<file path="config.mk">
export PLATFORM = sky130hd
export DESIGN_NAME = epsl_loader
export DESIGN_NICKNAME = d
export VERILOG_FILES = /design/src/hw/epsl_pkg.sv /design/src/hw/epsl_decode_if.sv /design/src/hw/epsl_loader.sv /design/src/hw/epsl_word_decode.sv
export SDC_FILE = /design/constraint.sdc
export NUM_CORES = 1
export LEC_CHECK = 0
export ABC_AREA = 0
export BUFFER_PORTS_ARGS = -buffer_cell sky130_fd_sc_hd__buf_2
export CORE_MARGIN = 2
export CORE_UTILIZATION = 55
export CTS_CLUSTER_DIAMETER = 40
export DETAILED_ROUTE_END_ITERATION = 6
export PLACE_DENSITY = 0.74
export SETUP_SLACK_MARGIN = 0.3
export SLEW_MARGIN = 20
export SYNTH_ARGS = -nofsm -noshare
export SYNTH_HDL_FRONTEND = slang
export SYNTH_SLANG_ARGS = --single-unit
</file>
<file path="constraint.sdc">
create_clock -name clk -period 3.2 [get_ports clk]
set_input_delay 0.32 -clock clk [delete_from_list [all_inputs] [get_ports clk]]
set_output_delay 0.32 -clock clk [all_outputs]
set_load 0.02 [all_outputs]
</file>
<file path="src/hw/epsl_pkg.sv">
// Constants and types for the EEPROM power-management and slot field loader
package epsl_pkg;
    localparam int NPORT = 6;
    localparam int EE_AW = 8;
    localparam int EE_DW = 16;
    localparam int CFG_AW = 12;
    localparam int CFG_DW = 32;
    localparam int PORT_W = 3;

    // EEPROM word addresses: base for port 0, two words per port
    localparam logic [EE_AW-1:0] EE_PM_BASE = 8'h50;
    localparam logic [EE_AW-1:0] EE_SLOT_BASE = 8'h60;
    localparam logic [EE_AW-1:0] EE_SPAN = 8'h0c;

    // Configuration offsets
    localparam logic [CFG_AW-1:0] OFS_PM_CAP = 12'h040;
    localparam logic [CFG_AW-1:0] OFS_PM_CSR = 12'h044;
    localparam logic [CFG_AW-1:0] OFS_EXP_CAP = 12'h0c0;
    localparam logic [CFG_AW-1:0] OFS_LINK_CAP = 12'h0cc;
    localparam logic [CFG_AW-1:0] OFS_LINK_CTL = 12'h0d0;
    localparam logic [CFG_AW-1:0] OFS_VC_CAP1 = 12'h144;
    localparam logic [CFG_AW-1:0] OFS_VC0_CTL = 12'h154;

    // Field widths
    localparam int W_AUX = 3;
    localparam int W_PME = 2;
    localparam int W_PMDATA = 8;
    localparam int W_LPORT = 3;
    localparam int W_TCMAP = 7;

    // Bit positions inside the EEPROM words
    localparam int EE_NSR = 0;
    localparam int EE_AUX_LO = 1;
    localparam int EE_PME_LO = 6;
    localparam int EE_PMDATA_LO = 8;
    localparam int EE_SLOTIMPL = 0;
    localparam int EE_SLOTCLK = 1;
    localparam int EE_DSI = 2;
    localparam int EE_LPVC = 3;
    localparam int EE_LPORT_LO = 4;
    localparam int EE_TCMAP_LO = 9;

    // Bit positions inside the configuration registers
    localparam int CFG_NSR = 3;
    localparam int CFG_DSI = 21;
    localparam int CFG_AUX_LO = 22;
    localparam int CFG_D1 = 25;
    localparam int CFG_D2 = 26;
    localparam int CFG_PME_LO = 28;
    localparam int CFG_PMDATA_LO = 24;
    localparam int CFG_SLOTIMPL = 24;
    localparam int CFG_LPORT_LO = 24;
    localparam int CFG_SLOTCLK = 28;
    localparam int CFG_LPVC = 4;
    localparam int CFG_TC0 = 0;
    localparam int CFG_TCMAP_LO = 1;

    typedef enum logic [3:0] {
        K_NONE = 4'h1,
        K_PM_LO = 4'h2,
        K_PM_HI = 4'h4,
        K_SLOT = 4'h8
    } epsl_kind_t;

    typedef enum logic [1:0] {
        ST_LOAD = 2'h1,
        ST_READY = 2'h2
    } epsl_state_t;

    typedef struct packed {
        epsl_state_t state;
        logic loaded;
        logic ack;
        logic [CFG_DW-1:0] data;
        logic [NPORT-1:0] noSoftReset;
        logic [NPORT-1:0][W_AUX-1:0] auxCurrent;
        logic [NPORT-1:0][W_PME-1:0] pmeD2D1;
        logic [NPORT-1:0][W_PMDATA-1:0] pmData;
        logic [NPORT-1:0] slotImpl;
        logic [NPORT-1:0] slotClock;
        logic [NPORT-1:0] devInit;
        logic [NPORT-1:0] lowPrioVc;
        logic [NPORT-1:0][W_LPORT-1:0] logicalPort;
        logic [NPORT-1:0][W_TCMAP-1:0] tcMap;
    } epsl_state_s_t;
endpackage

</file>
<file path="src/hw/epsl_decode_if.sv">
// Word-address decode carrier between the loader and its decoder
`timescale 1ns/1ps
interface epsl_decode_if;
    import epsl_pkg::*;
    logic [EE_AW-1:0] addr;
    logic [PORT_W-1:0] port;
    epsl_kind_t kind;
    modport dec (input addr, output port, output kind);
    modport user (output addr, input port, input kind);
endinterface

</file>
<file path="src/hw/epsl_loader.sv">
// Loads EEPROM words into per-port PM, slot and VC configuration fields
`timescale 1ns/1ps
module epsl_loader (
    input wire logic clk,
    input wire logic rst_b,
    input wire logic eeWordValid,
    input wire logic [epsl_pkg::EE_AW-1:0] eeWordAddr,
    input wire logic [epsl_pkg::EE_DW-1:0] eeWordData,
    input wire logic eeLoadDone,
    input wire logic cfgReq,
    input wire logic [epsl_pkg::PORT_W-1:0] cfgPort,
    input wire logic [epsl_pkg::CFG_AW-1:0] cfgOffset,
    output logic cfgAck,
    output logic [epsl_pkg::CFG_DW-1:0] cfgData,
    output logic loadDone
);
    import epsl_pkg::*;

    epsl_state_s_t cur;
    epsl_state_s_t next_cur;

    epsl_decode_if decIf();

    epsl_word_decode u_decode (
        .dif(decIf.dec)
    );

    assign decIf.addr = eeWordAddr;

    // Capability dword; D1 and D2 support are offered whatever the word held
    function automatic logic [CFG_DW-1:0] pmCapImage(
        input epsl_state_s_t s,
        input logic [PORT_W-1:0] p
    );
        logic [CFG_DW-1:0] w;
        w = '0;
        w[CFG_AUX_LO +: W_AUX] = s.auxCurrent[p];
        w[CFG_D1] = 1'b1;
        w[CFG_D2] = 1'b1;
        w[CFG_PME_LO +: W_PME] = s.pmeD2D1[p];
        w[CFG_DSI] = s.devInit[p];
        pmCapImage = w;
    endfunction

    // Control/data dword; power-state control bits live elsewhere and read zero
    function automatic logic [CFG_DW-1:0] pmCsrImage(
        input epsl_state_s_t s,
        input logic [PORT_W-1:0] p
    );
        logic [CFG_DW-1:0] w;
        w = '0;
        w[CFG_NSR] = s.noSoftReset[p];
        w[CFG_PMDATA_LO +: W_PMDATA] = s.pmData[p];
        pmCsrImage = w;
    endfunction

    // Express capability dword; only the slot flag is ours
    function automatic logic [CFG_DW-1:0] expCapImage(
        input epsl_state_s_t s,
        input logic [PORT_W-1:0] p
    );
        logic [CFG_DW-1:0] w;
        w = '0;
        w[CFG_SLOTIMPL] = s.slotImpl[p];
        expCapImage = w;
    endfunction

    // Link capability dword; logical port number only
    function automatic logic [CFG_DW-1:0] linkCapImage(
        input epsl_state_s_t s,
        input logic [PORT_W-1:0] p
    );
        logic [CFG_DW-1:0] w;
        w = '0;
        w[CFG_LPORT_LO +: W_LPORT] = s.logicalPort[p];
        linkCapImage = w;
    endfunction

    // Link control/status dword; slot clock choice only
    function automatic logic [CFG_DW-1:0] linkCtlImage(
        input epsl_state_s_t s,
        input logic [PORT_W-1:0] p
    );
        logic [CFG_DW-1:0] w;
        w = '0;
        w[CFG_SLOTCLK] = s.slotClock[p];
        linkCtlImage = w;
    endfunction

    // Port VC capability dword; low-priority VC count only
    function automatic logic [CFG_DW-1:0] vcCap1Image(
        input epsl_state_s_t s,
        input logic [PORT_W-1:0] p
    );
        logic [CFG_DW-1:0] w;
        w = '0;
        w[CFG_LPVC] = s.lowPrioVc[p];
        vcCap1Image = w;
    endfunction

    // VC0 resource control dword; TC0 always travels on VC0
    function automatic logic [CFG_DW-1:0] vc0CtlImage(
        input epsl_state_s_t s,
        input logic [PORT_W-1:0] p
    );
        logic [CFG_DW-1:0] w;
        w = '0;
        w[CFG_TC0] = 1'b1;
        w[CFG_TCMAP_LO +: W_TCMAP] = s.tcMap[p];
        vc0CtlImage = w;
    endfunction

    // Assemble one register image for a port; unmapped offsets read zero
    function automatic logic [CFG_DW-1:0] readWord(
        input epsl_state_s_t s,
        input logic [PORT_W-1:0] p,
        input logic [CFG_AW-1:0] ofs
    );
        logic [CFG_DW-1:0] w;
        w = '0;
        if (p < PORT_W'(NPORT)) begin
            if (ofs == OFS_PM_CAP) begin
                w = pmCapImage(s, p);
            end else if (ofs == OFS_PM_CSR) begin
                w = pmCsrImage(s, p);
            end else if (ofs == OFS_EXP_CAP) begin
                w = expCapImage(s, p);
            end else if (ofs == OFS_LINK_CAP) begin
                w = linkCapImage(s, p);
            end else if (ofs == OFS_LINK_CTL) begin
                w = linkCtlImage(s, p);
            end else if (ofs == OFS_VC_CAP1) begin
                w = vcCap1Image(s, p);
            end else if (ofs == OFS_VC0_CTL) begin
                w = vc0CtlImage(s, p);
            end
        end
        readWord = w;
    endfunction

    // Load phase stores fields, ready phase answers reads
    always_comb begin
        next_cur = cur;
        next_cur.ack = 1'b0;
        case (cur.state)
            ST_LOAD: begin
                // Words after the done strobe are dropped; the image is frozen
                if (eeWordValid) begin
                    case (decIf.kind)
                        K_PM_LO: begin
                            next_cur.noSoftReset[decIf.port] = eeWordData[EE_NSR];
                            next_cur.auxCurrent[decIf.port] =
                                eeWordData[EE_AUX_LO +: W_AUX];
                            next_cur.pmeD2D1[decIf.port] =
                                eeWordData[EE_PME_LO +: W_PME];
                        end
                        K_PM_HI: begin
                            next_cur.pmData[decIf.port] =
                                eeWordData[EE_PMDATA_LO +: W_PMDATA];
                        end
                        K_SLOT: begin
                            // Port 0 has no slot, so its bit 0 is ignored
                            if (decIf.port != '0) begin
                                next_cur.slotImpl[decIf.port] =
                                    eeWordData[EE_SLOTIMPL];
                            end
                            next_cur.slotClock[decIf.port] =
                                eeWordData[EE_SLOTCLK];
                            next_cur.devInit[decIf.port] = eeWordData[EE_DSI];
                            next_cur.lowPrioVc[decIf.port] = eeWordData[EE_LPVC];
                            next_cur.logicalPort[decIf.port] =
                                eeWordData[EE_LPORT_LO +: W_LPORT];
                            next_cur.tcMap[decIf.port] =
                                eeWordData[EE_TCMAP_LO +: W_TCMAP];
                        end
                        default: begin
                        end
                    endcase
                end
                if (eeLoadDone) begin
                    next_cur.state = ST_READY;
                    next_cur.loaded = 1'b1;
                end
            end
            ST_READY: begin
                // Requests wait in LOAD, so software never sees half a load
                if (cfgReq && !cur.ack) begin
                    next_cur.ack = 1'b1;
                    next_cur.data = readWord(cur, cfgPort, cfgOffset);
                end
            end
            default: begin
                next_cur.state = ST_LOAD;
            end
        endcase
    end

    // Reset image: every loaded field clear, load phase, no answer pending
    function automatic epsl_state_s_t resetImage();
        epsl_state_s_t r;
        r = '0;
        r.state = ST_LOAD;
        resetImage = r;
    endfunction

    // Single state register; a reset forgets the load, so reads wait for a new one
    always_ff @(posedge clk) begin
        if (!rst_b) begin
            cur <= resetImage();
        end else begin
            cur <= next_cur;
        end
    end

    assign cfgAck = cur.ack;
    assign cfgData = cur.data;
    assign loadDone = cur.loaded;
endmodule

</file>
<file path="src/hw/epsl_word_decode.sv">
// Maps an EEPROM word address onto a port index and a word kind
`timescale 1ns/1ps
module epsl_word_decode (
    epsl_decode_if.dec dif
);
    import epsl_pkg::*;

    // Offset from a base, or K_NONE when outside the per-port window
    function automatic logic [PORT_W+1:0] classify(input logic [EE_AW-1:0] a);
        logic [EE_AW-1:0] offPm;
        logic [EE_AW-1:0] offSlot;
        offPm = a - EE_PM_BASE;
        offSlot = a - EE_SLOT_BASE;
        if (a >= EE_PM_BASE && offPm < EE_SPAN) begin
            classify = {offPm[0] ? 2'h2 : 2'h1, offPm[PORT_W:1]};
        end else if (a >= EE_SLOT_BASE && offSlot < EE_SPAN && !offSlot[0]) begin
            classify = {2'h3, offSlot[PORT_W:1]};
        end else begin
            classify = '0;
        end
    endfunction

    logic [PORT_W+1:0] cls;

    // Odd slot-range words carry nothing for this block
    always_comb begin
        cls = classify(dif.addr);
        dif.port = cls[PORT_W-1:0];
        case (cls[PORT_W+1:PORT_W])
            2'h1: dif.kind = K_PM_LO;
            2'h2: dif.kind = K_PM_HI;
            2'h3: dif.kind = K_SLOT;
            default: dif.kind = K_NONE;
        endcase
    end
endmodule

</file>
==> impl_metrics.ini, run 1 <==
[timing]
period_needed_ns = 2.199
clock.fmax_ghz = 0.4548
fin_skew_ns = 0.008134
timing.hold.ws_ns = 0.1617
finalSetupTns_ns = 0
report.final.slew_viol_count = 0
setup_viol = 0
maxSlewHeadroom = 0.4007
rsz0062_at_grt = false
period_share = 0.6871
finalHoldViolations = 0
worst_slew_pin_slew_ns = 0.8915

[route]
drc_errors = 0
post_drt_wl_per_cell_um = 18.39
detail_route.first_pass.iterations = 5
wl_mm = 20.90
ant_nets = 0
num_vias = 6562
drt_iter0_drc = 608
vias_per_cell = 5.776

[final_layout]
fin_cells = 1136
drive_above_1_share = 0.1728
final_util = 0.6093
antenna_cells = 0
final_area_um2 = 9679
nets = 955
synthToLayoutAreaGrowth_pct = 8.454

[floorplan]
coreArea_um2 = 15890
die_area_um2 = 17260
die_w_um = 131.4
io_pins = 78
fp.dieH_um = 131.4
rows = 46
initial_utilization = 0.5618

[min_path]
hp-class = in -> reg

[global_routing]
track_usage = 0.2488
antenna_found_initial = 0
grt_overflow = 0
grt_start_max_net_pins = 68
grt_pass1_vias = 6390
grt_util_met1 = 0.3397
use_met2 = 0.3974
grt_use_met3 = 0.04552
grt_busiest_layer = met2
grt_pass1_wl_mm = 34.15

[critical_path]
critPathMaxFanout = 8
critPathMaxStageDelay_ns = 0.73
path_buf_inv = 0
arrival_ns = 2.49
worst_setup_path_start_kind = flop
crit_required_ns = 3.49
crit_chain = and3b_1 > nand4_2 > or4_1 > mux2i_1 > nor2_1
crit_type = reg -> reg
cp-end-kind = flop
crit_family = simple AND/OR/NAND/NOR gates
slowest_stage = or4_1

[clock_network]
clockBufferDepth = 2
postCtsSetupBuffers = 0
root_buffer = clkbuf_16
cts_sinks = 191
post_cts_resized = 0
clkTransAtPathRegs_ns = 0.07
htree_levels = 4
cts_tree = built
postCtsHoldBufs = 0
cts_buffers = 17
clk_latency_ns = 0.43

[power_and_ir_drop]
p_per_area_nw_per_um2 = 487.0
ir_drop_uv = 406.6
p_int_mw = 3.616
p_seq_frac = 0.506
swShare = 0.2329
combPwrFrac = 0.060
p_sw_mw = 1.098
leakage_nw = 4.241
pwr-share-clk = 0.434

[outcome]
status = complete, no violations

[placed_design]
place_inst = 1106
hpwl_mm = 13.89
postPlaceCellArea_um2 = 9112
io_buffers = 64
gp_congestion = 0.8199

[synth]
syn_area_per_cell_um2 = 9.927
yosysSeqAreaShare = 0.4284
synth_seq_cells = 191
ys_types = 55
synth_ff_type = dfxtp_1
synthArstFlopShare = 0
synth_area_um2 = 8925
yosys_warnings = 0
synth_edf_count = 0
netlist_instances = 899

[flow_run]
maxCapViolCount = 0
[state kept, by name (all words and copies together) (netlist names)]
signal and count:
loadDone 1, cur 170, cfgAck 1, cfgData 19
[logic make-up after synthesis]
logic type                 synth area share
DFF                                  0.4284
muxes                                0.2748
AOI/OAI and AO/OA                   0.06603
other                             0.0004202
buffers and inverters               0.07080
adders and majority gates          0.002803
and+or+nand+nor                      0.1567
[worst min-delay path: cells and delay by family]
family | cells | cell delay, ns
buffers and inverters | 1 | 0.11
and+or+nand+nor | 1 | 0.06
AOI/OAI and AO/OA | 1 | 0.06
[final timing paths]
kind	startpoint	slack, ns	end	depth (start not counted)
worst max-delay path	cur[203]	1.00	cur[129]	5
worst min-delay path	cfgOffset[8]	0.16	cfgData[4]	3
worst max register to register	cur[203]	1.00	cur[129]	5
worst min register to register	cfgData[21]	0.45	cfgData[21]	2
[cell usage in the layout, fill, tap and decap left out, types with 4 or more instances in the layout]
master / Yosys / final
inv_1: 6 / 5
nand2_1: 34 / 34
o21ai_0: 31 / 31
and3b_1: 4 / 4
or4_1: 4 / 4
buf_2: 21 / 63
a22oi_1: 9 / 9
nand3_1: 20 / 20
nor4_4: 4 / 4
clkbuf_16: 0 / 17
a21oi_1: 30 / 30
mux4_2: 26 / 26
mux2_2: 4 / 4
conb_1: 1 / 13
buf_4: 42 / 16
clkbuf_8: 0 / 4
nand4_2: 5 / 5
nor2b_1: 5 / 5
nor2_1: 181 / 181
mux2i_1: 182 / 182
a211oi_1: 4 / 4
dfxtp_1: 191 / 191
and4_1: 5 / 5
nand4_1: 4 / 4
[cells in the mapped netlist (5+ instances only)]
cell type	n	area, um^2
mux2i_1	182	1822
nor2b_1	5	31.28
clkbuf_1	32	120.1
dfxtp_1	191	3824
nor2_1	181	679.4
buf_2	21	105.1
o21ai_0	31	155.2
a22oi_1	9	67.56
buf_4	42	315.3
a21oi_1	30	150.1
and4_1	5	43.79
inv_1	6	22.52
nand3_1	20	100.1
mux4_2	26	585.6
nand4_2	5	62.56
nand2_1	34	127.6
[power groups by stage]
stage	Clock [mW]	Combinational, mW	Sequential, mW
after floorplan	0	0.197	2.44
after global placement	0	0.277	2.44
after detailed placement	0	0.279	2.44
after CTS	2.06	0.280	2.39
after global routing	2.16	0.304	2.39
final	2.05	0.282	2.39
[through the flow]
stage          setup WS (ns)  total power, mW
2_1_floorplan          1.252            2.638
3_3_place_gp          0.9154            2.717
3_5_place_dp          0.8729            2.719
4_1_cts                1.043            4.725
5_1_grt               0.8848            4.853
6_report               1.001            4.714
[per-layer routing]
layer | share of wire | up-vias
met5 | 0 | -
met2 | 0.46 | 212
li1 | - | 3126
met4 | 0.023 | 0
met3 | 0.058 | 37
met1 | 0.46 | 3187
[layout make-up]
class	count	area, um^2
sequential	191	3824
clock buffer	22	484.2
fill	1355	6206
tap	216	270.3
inverter	7	28.78
multi-input combinational	611	4514
clock inverter	8	82.58
timing repair buffer	81	475.5
(Power assumes the default switching activity.)
==> run 2: changes to the inputs <==
--- a/config.mk
+++ b/config.mk
@@ -5,13 +5,13 @@
 export SDC_FILE = /design/constraint.sdc
 export NUM_CORES = 1
 export LEC_CHECK = 0
-export ABC_AREA = 0
+export ABC_AREA = 1
 export BUFFER_PORTS_ARGS = -buffer_cell sky130_fd_sc_hd__buf_2
 export CORE_MARGIN = 2
-export CORE_UTILIZATION = 55
+export CORE_UTILIZATION = 54
 export CTS_CLUSTER_DIAMETER = 40
 export DETAILED_ROUTE_END_ITERATION = 6
-export PLACE_DENSITY = 0.74
+export PLACE_DENSITY = 0.76
 export SETUP_SLACK_MARGIN = 0.3
 export SLEW_MARGIN = 20
 export SYNTH_ARGS = -nofsm -noshare
==> constraint.sdc (replaced) <==
create_clock -name clk -period 1.95 [get_ports clk]
set_input_delay 0.195 -clock clk [delete_from_list [all_inputs] [get_ports clk]]
set_output_delay 0.195 -clock clk [all_outputs]
set_load 0.02 [all_outputs]
==> impl_metrics.ini, run 2 <==
[final_layout]
synthToLayoutAreaGrowth_pct = 18.83
nets = 1381
mostFrequentLayoutCell = nor2_1
regMostFlops = cur
largest_register_ffs = 170
drive_above_1_share = 0.1884
mostFrequentLayoutCells = nor2_1, dfxtp_1, nand2_1, o21ai_0, a21oi_1
fillers = 1417
antenna_cells = 0
fin_cells = 1564

[synth]
netlist_instances = 1284
yosysSeqAreaShare = 0.4305
synthArstFlopShare = 0
syn_area_per_cell_um2 = 6.918
synthTopCellsByArea = dfxtp_1, nor2_1, o21ai_0, nand2_1, a21oi_1
synth_area_um2 = 8882
yosys_warnings = 0
synth_edf_count = 0
netlist.area_leader.share = 0.4305
synth_ff_type = dfxtp_1
synthTopCellsByCount = nor2_1, dfxtp_1, nand2_1
yosysMostFrequentCell = nor2_1
yosysTopAreaCell = dfxtp_1
ys_types = 44
synth_seq_cells = 191

[timing]
report.final.slew_viol_count = 0
finalHoldViolations = 0
setup_viol = 0
fin_skew_ns = 0.008439
period_needed_ns = 1.610
worst_slew_pin_slew_ns = 0.6938
rsz0062_at_grt = true
period_share = 0.8255
setup_slack_ns = 0.3403
clock.fmax_ghz = 0.6212
maxSlewHeadroom = 0.5364

[critical_path]
ff2ff_setup_slack_ns = 0.34
arrival_ns = 1.98
r2r_end = cfgData[30]
crit_type = reg -> reg
critPathMaxFanout = 6
worst_setup_path_start_kind = flop
r2r_start = cur[202]
crit_required_ns = 2.33
cp-end-kind = flop
ff2ff_path_depth = 8

[power_and_ir_drop]
p_per_area_nw_per_um2 = 742.6
leakage_nw = 4.420
p_total_mw = 7.839
ir_drop_uv = 700.5

[global_routing]
grt_pass1_wl_mm = 39.53
grt_start_max_net_pins = 69
grt_pass1_vias = 7624
antenna_found_initial = 0
grt_overflow = 0
track_usage = 0.2832

[placed_design]
gp_congestion = 0.9011
hpwl_mm = 16.90
place_inst = 1523
pre_cts_slack_ns = -0.2266
io_buffers = 64

[min_path]
whs_path_depth = 3
hold_start = eeLoadDone
hold_end = loadDone
hp-class = in -> reg

[clock_network]
cts_tree = built
postCtsHoldBufs = 0
clk_latency_ns = 0.44
cts_buffers = 17
root_buffer = clkbuf_16
clkTransAtPathRegs_ns = 0.06
htree_levels = 4
clockBufferDepth = 2
cts_sinks = 191

[floorplan]
die_w_um = 132.3
die_area_um2 = 17490
coreArea_um2 = 16000
fp.dieH_um = 132.3
rows = 46
io_pins = 78
initial_utilization = 0.5551

[outcome]
status = complete, no violations

[route]
ant_nets = 0
detail_route.first_pass.iterations = 5
drt_iter0_drc = 1018
post_drt_wl_per_cell_um = 16.44
drc_errors = 0
vias_per_cell = 5.499
wl_mm = 25.71
num_vias = 8601

[flow_run]
maxCapViolCount = 0
[run 2: final cells by class]
class / instances / area (um^2) / area share
clock buffer: 22 / 474.2 / 0.04493
clock inverter: 10 / 62.56 / 0.005927
inverter: 87 / 372.9 / 0.03532
multi-input combinational: 907 / 4487 / 0.4251
sequential: 191 / 3826 / 0.3625
tap: 216 / 270.3 / 0.02560
timing repair buffer: 130 / 1054 / 0.09981
timing repair inverter: 1 / 8.758 / 0.0008298
[run 2: how the worst max path moves through the flow]
stage / from / endpoint / slack (ns)
CTS: eeWordAddr[5] / cur[111] / 0.26
floorplan: eeWordAddr[5] / cur[42] / 0.20
finish: cur[202] / cfgData[30] / 0.34
global route: cur[202] / cur[117] / 0.19
global placement: eeWordAddr[5] / cur[21] / -0.14
detailed placement: eeWordAddr[5] / cur[24] / -0.23
[run 2: cells by family after synthesis]
group	share of synthesized area
other cells	0.0004222
simple gates	0.2575
fa+ha+maj	0.002817
compound gates	0.2031
flops	0.4305
buf+inv	0.1056
[run 2: worst max-delay path, cell delays in order (launching register included)]
cell	delay, ns
dfxtp_2	0.31
inv_2	0.07
nand2_2	0.08
nor3_4	0.27
buf_4	0.16
buf_6	0.09
buf_4	0.15
nand4_1	0.22
a21oi_1	0.18
[run 2: where the power goes]
part	internal [mW]	switching (mW)
combinational	0.210	0.480
clock	1.72	1.51
sequential	3.91	0.00615
total	5.84	1.99
[run 2: what timing repair did]
action | in CTS | in global routing
cloned | 0 | 3
resized for setup | 7 | 87
setup endpoints to repair | 40 | 163
setup buffers | 0 | 6
pin swaps | 0 | 17
[run 2: stage by stage]
step | area [um^2] | hold WS [ns] | setup TNS (ns) | util
after floorplan | 9106 | 0.3299 | 0 | -
after global placement | 9638 | 0.4150 | -7.082 | 0.6024
after detailed placement | 9638 | 0.4310 | -14.36 | 0.6024
after CTS | 10190 | 0.03173 | 0 | 0.6367
after global routing | 10560 | 0.06919 | 0 | 0.6597
final | 10560 | 0.03295 | 0 | 0.6597
[run 2: per-layer routing]
layer / global-route usage / wire, um / share of wire
met3: 0.04806 / 1947 / 0.076
met2: 0.4537 / 11850 / 0.46
met5: 0 / 0 / 0
met1: 0.3759 / 10860 / 0.42
met4: 0.1278 / 1051 / 0.041
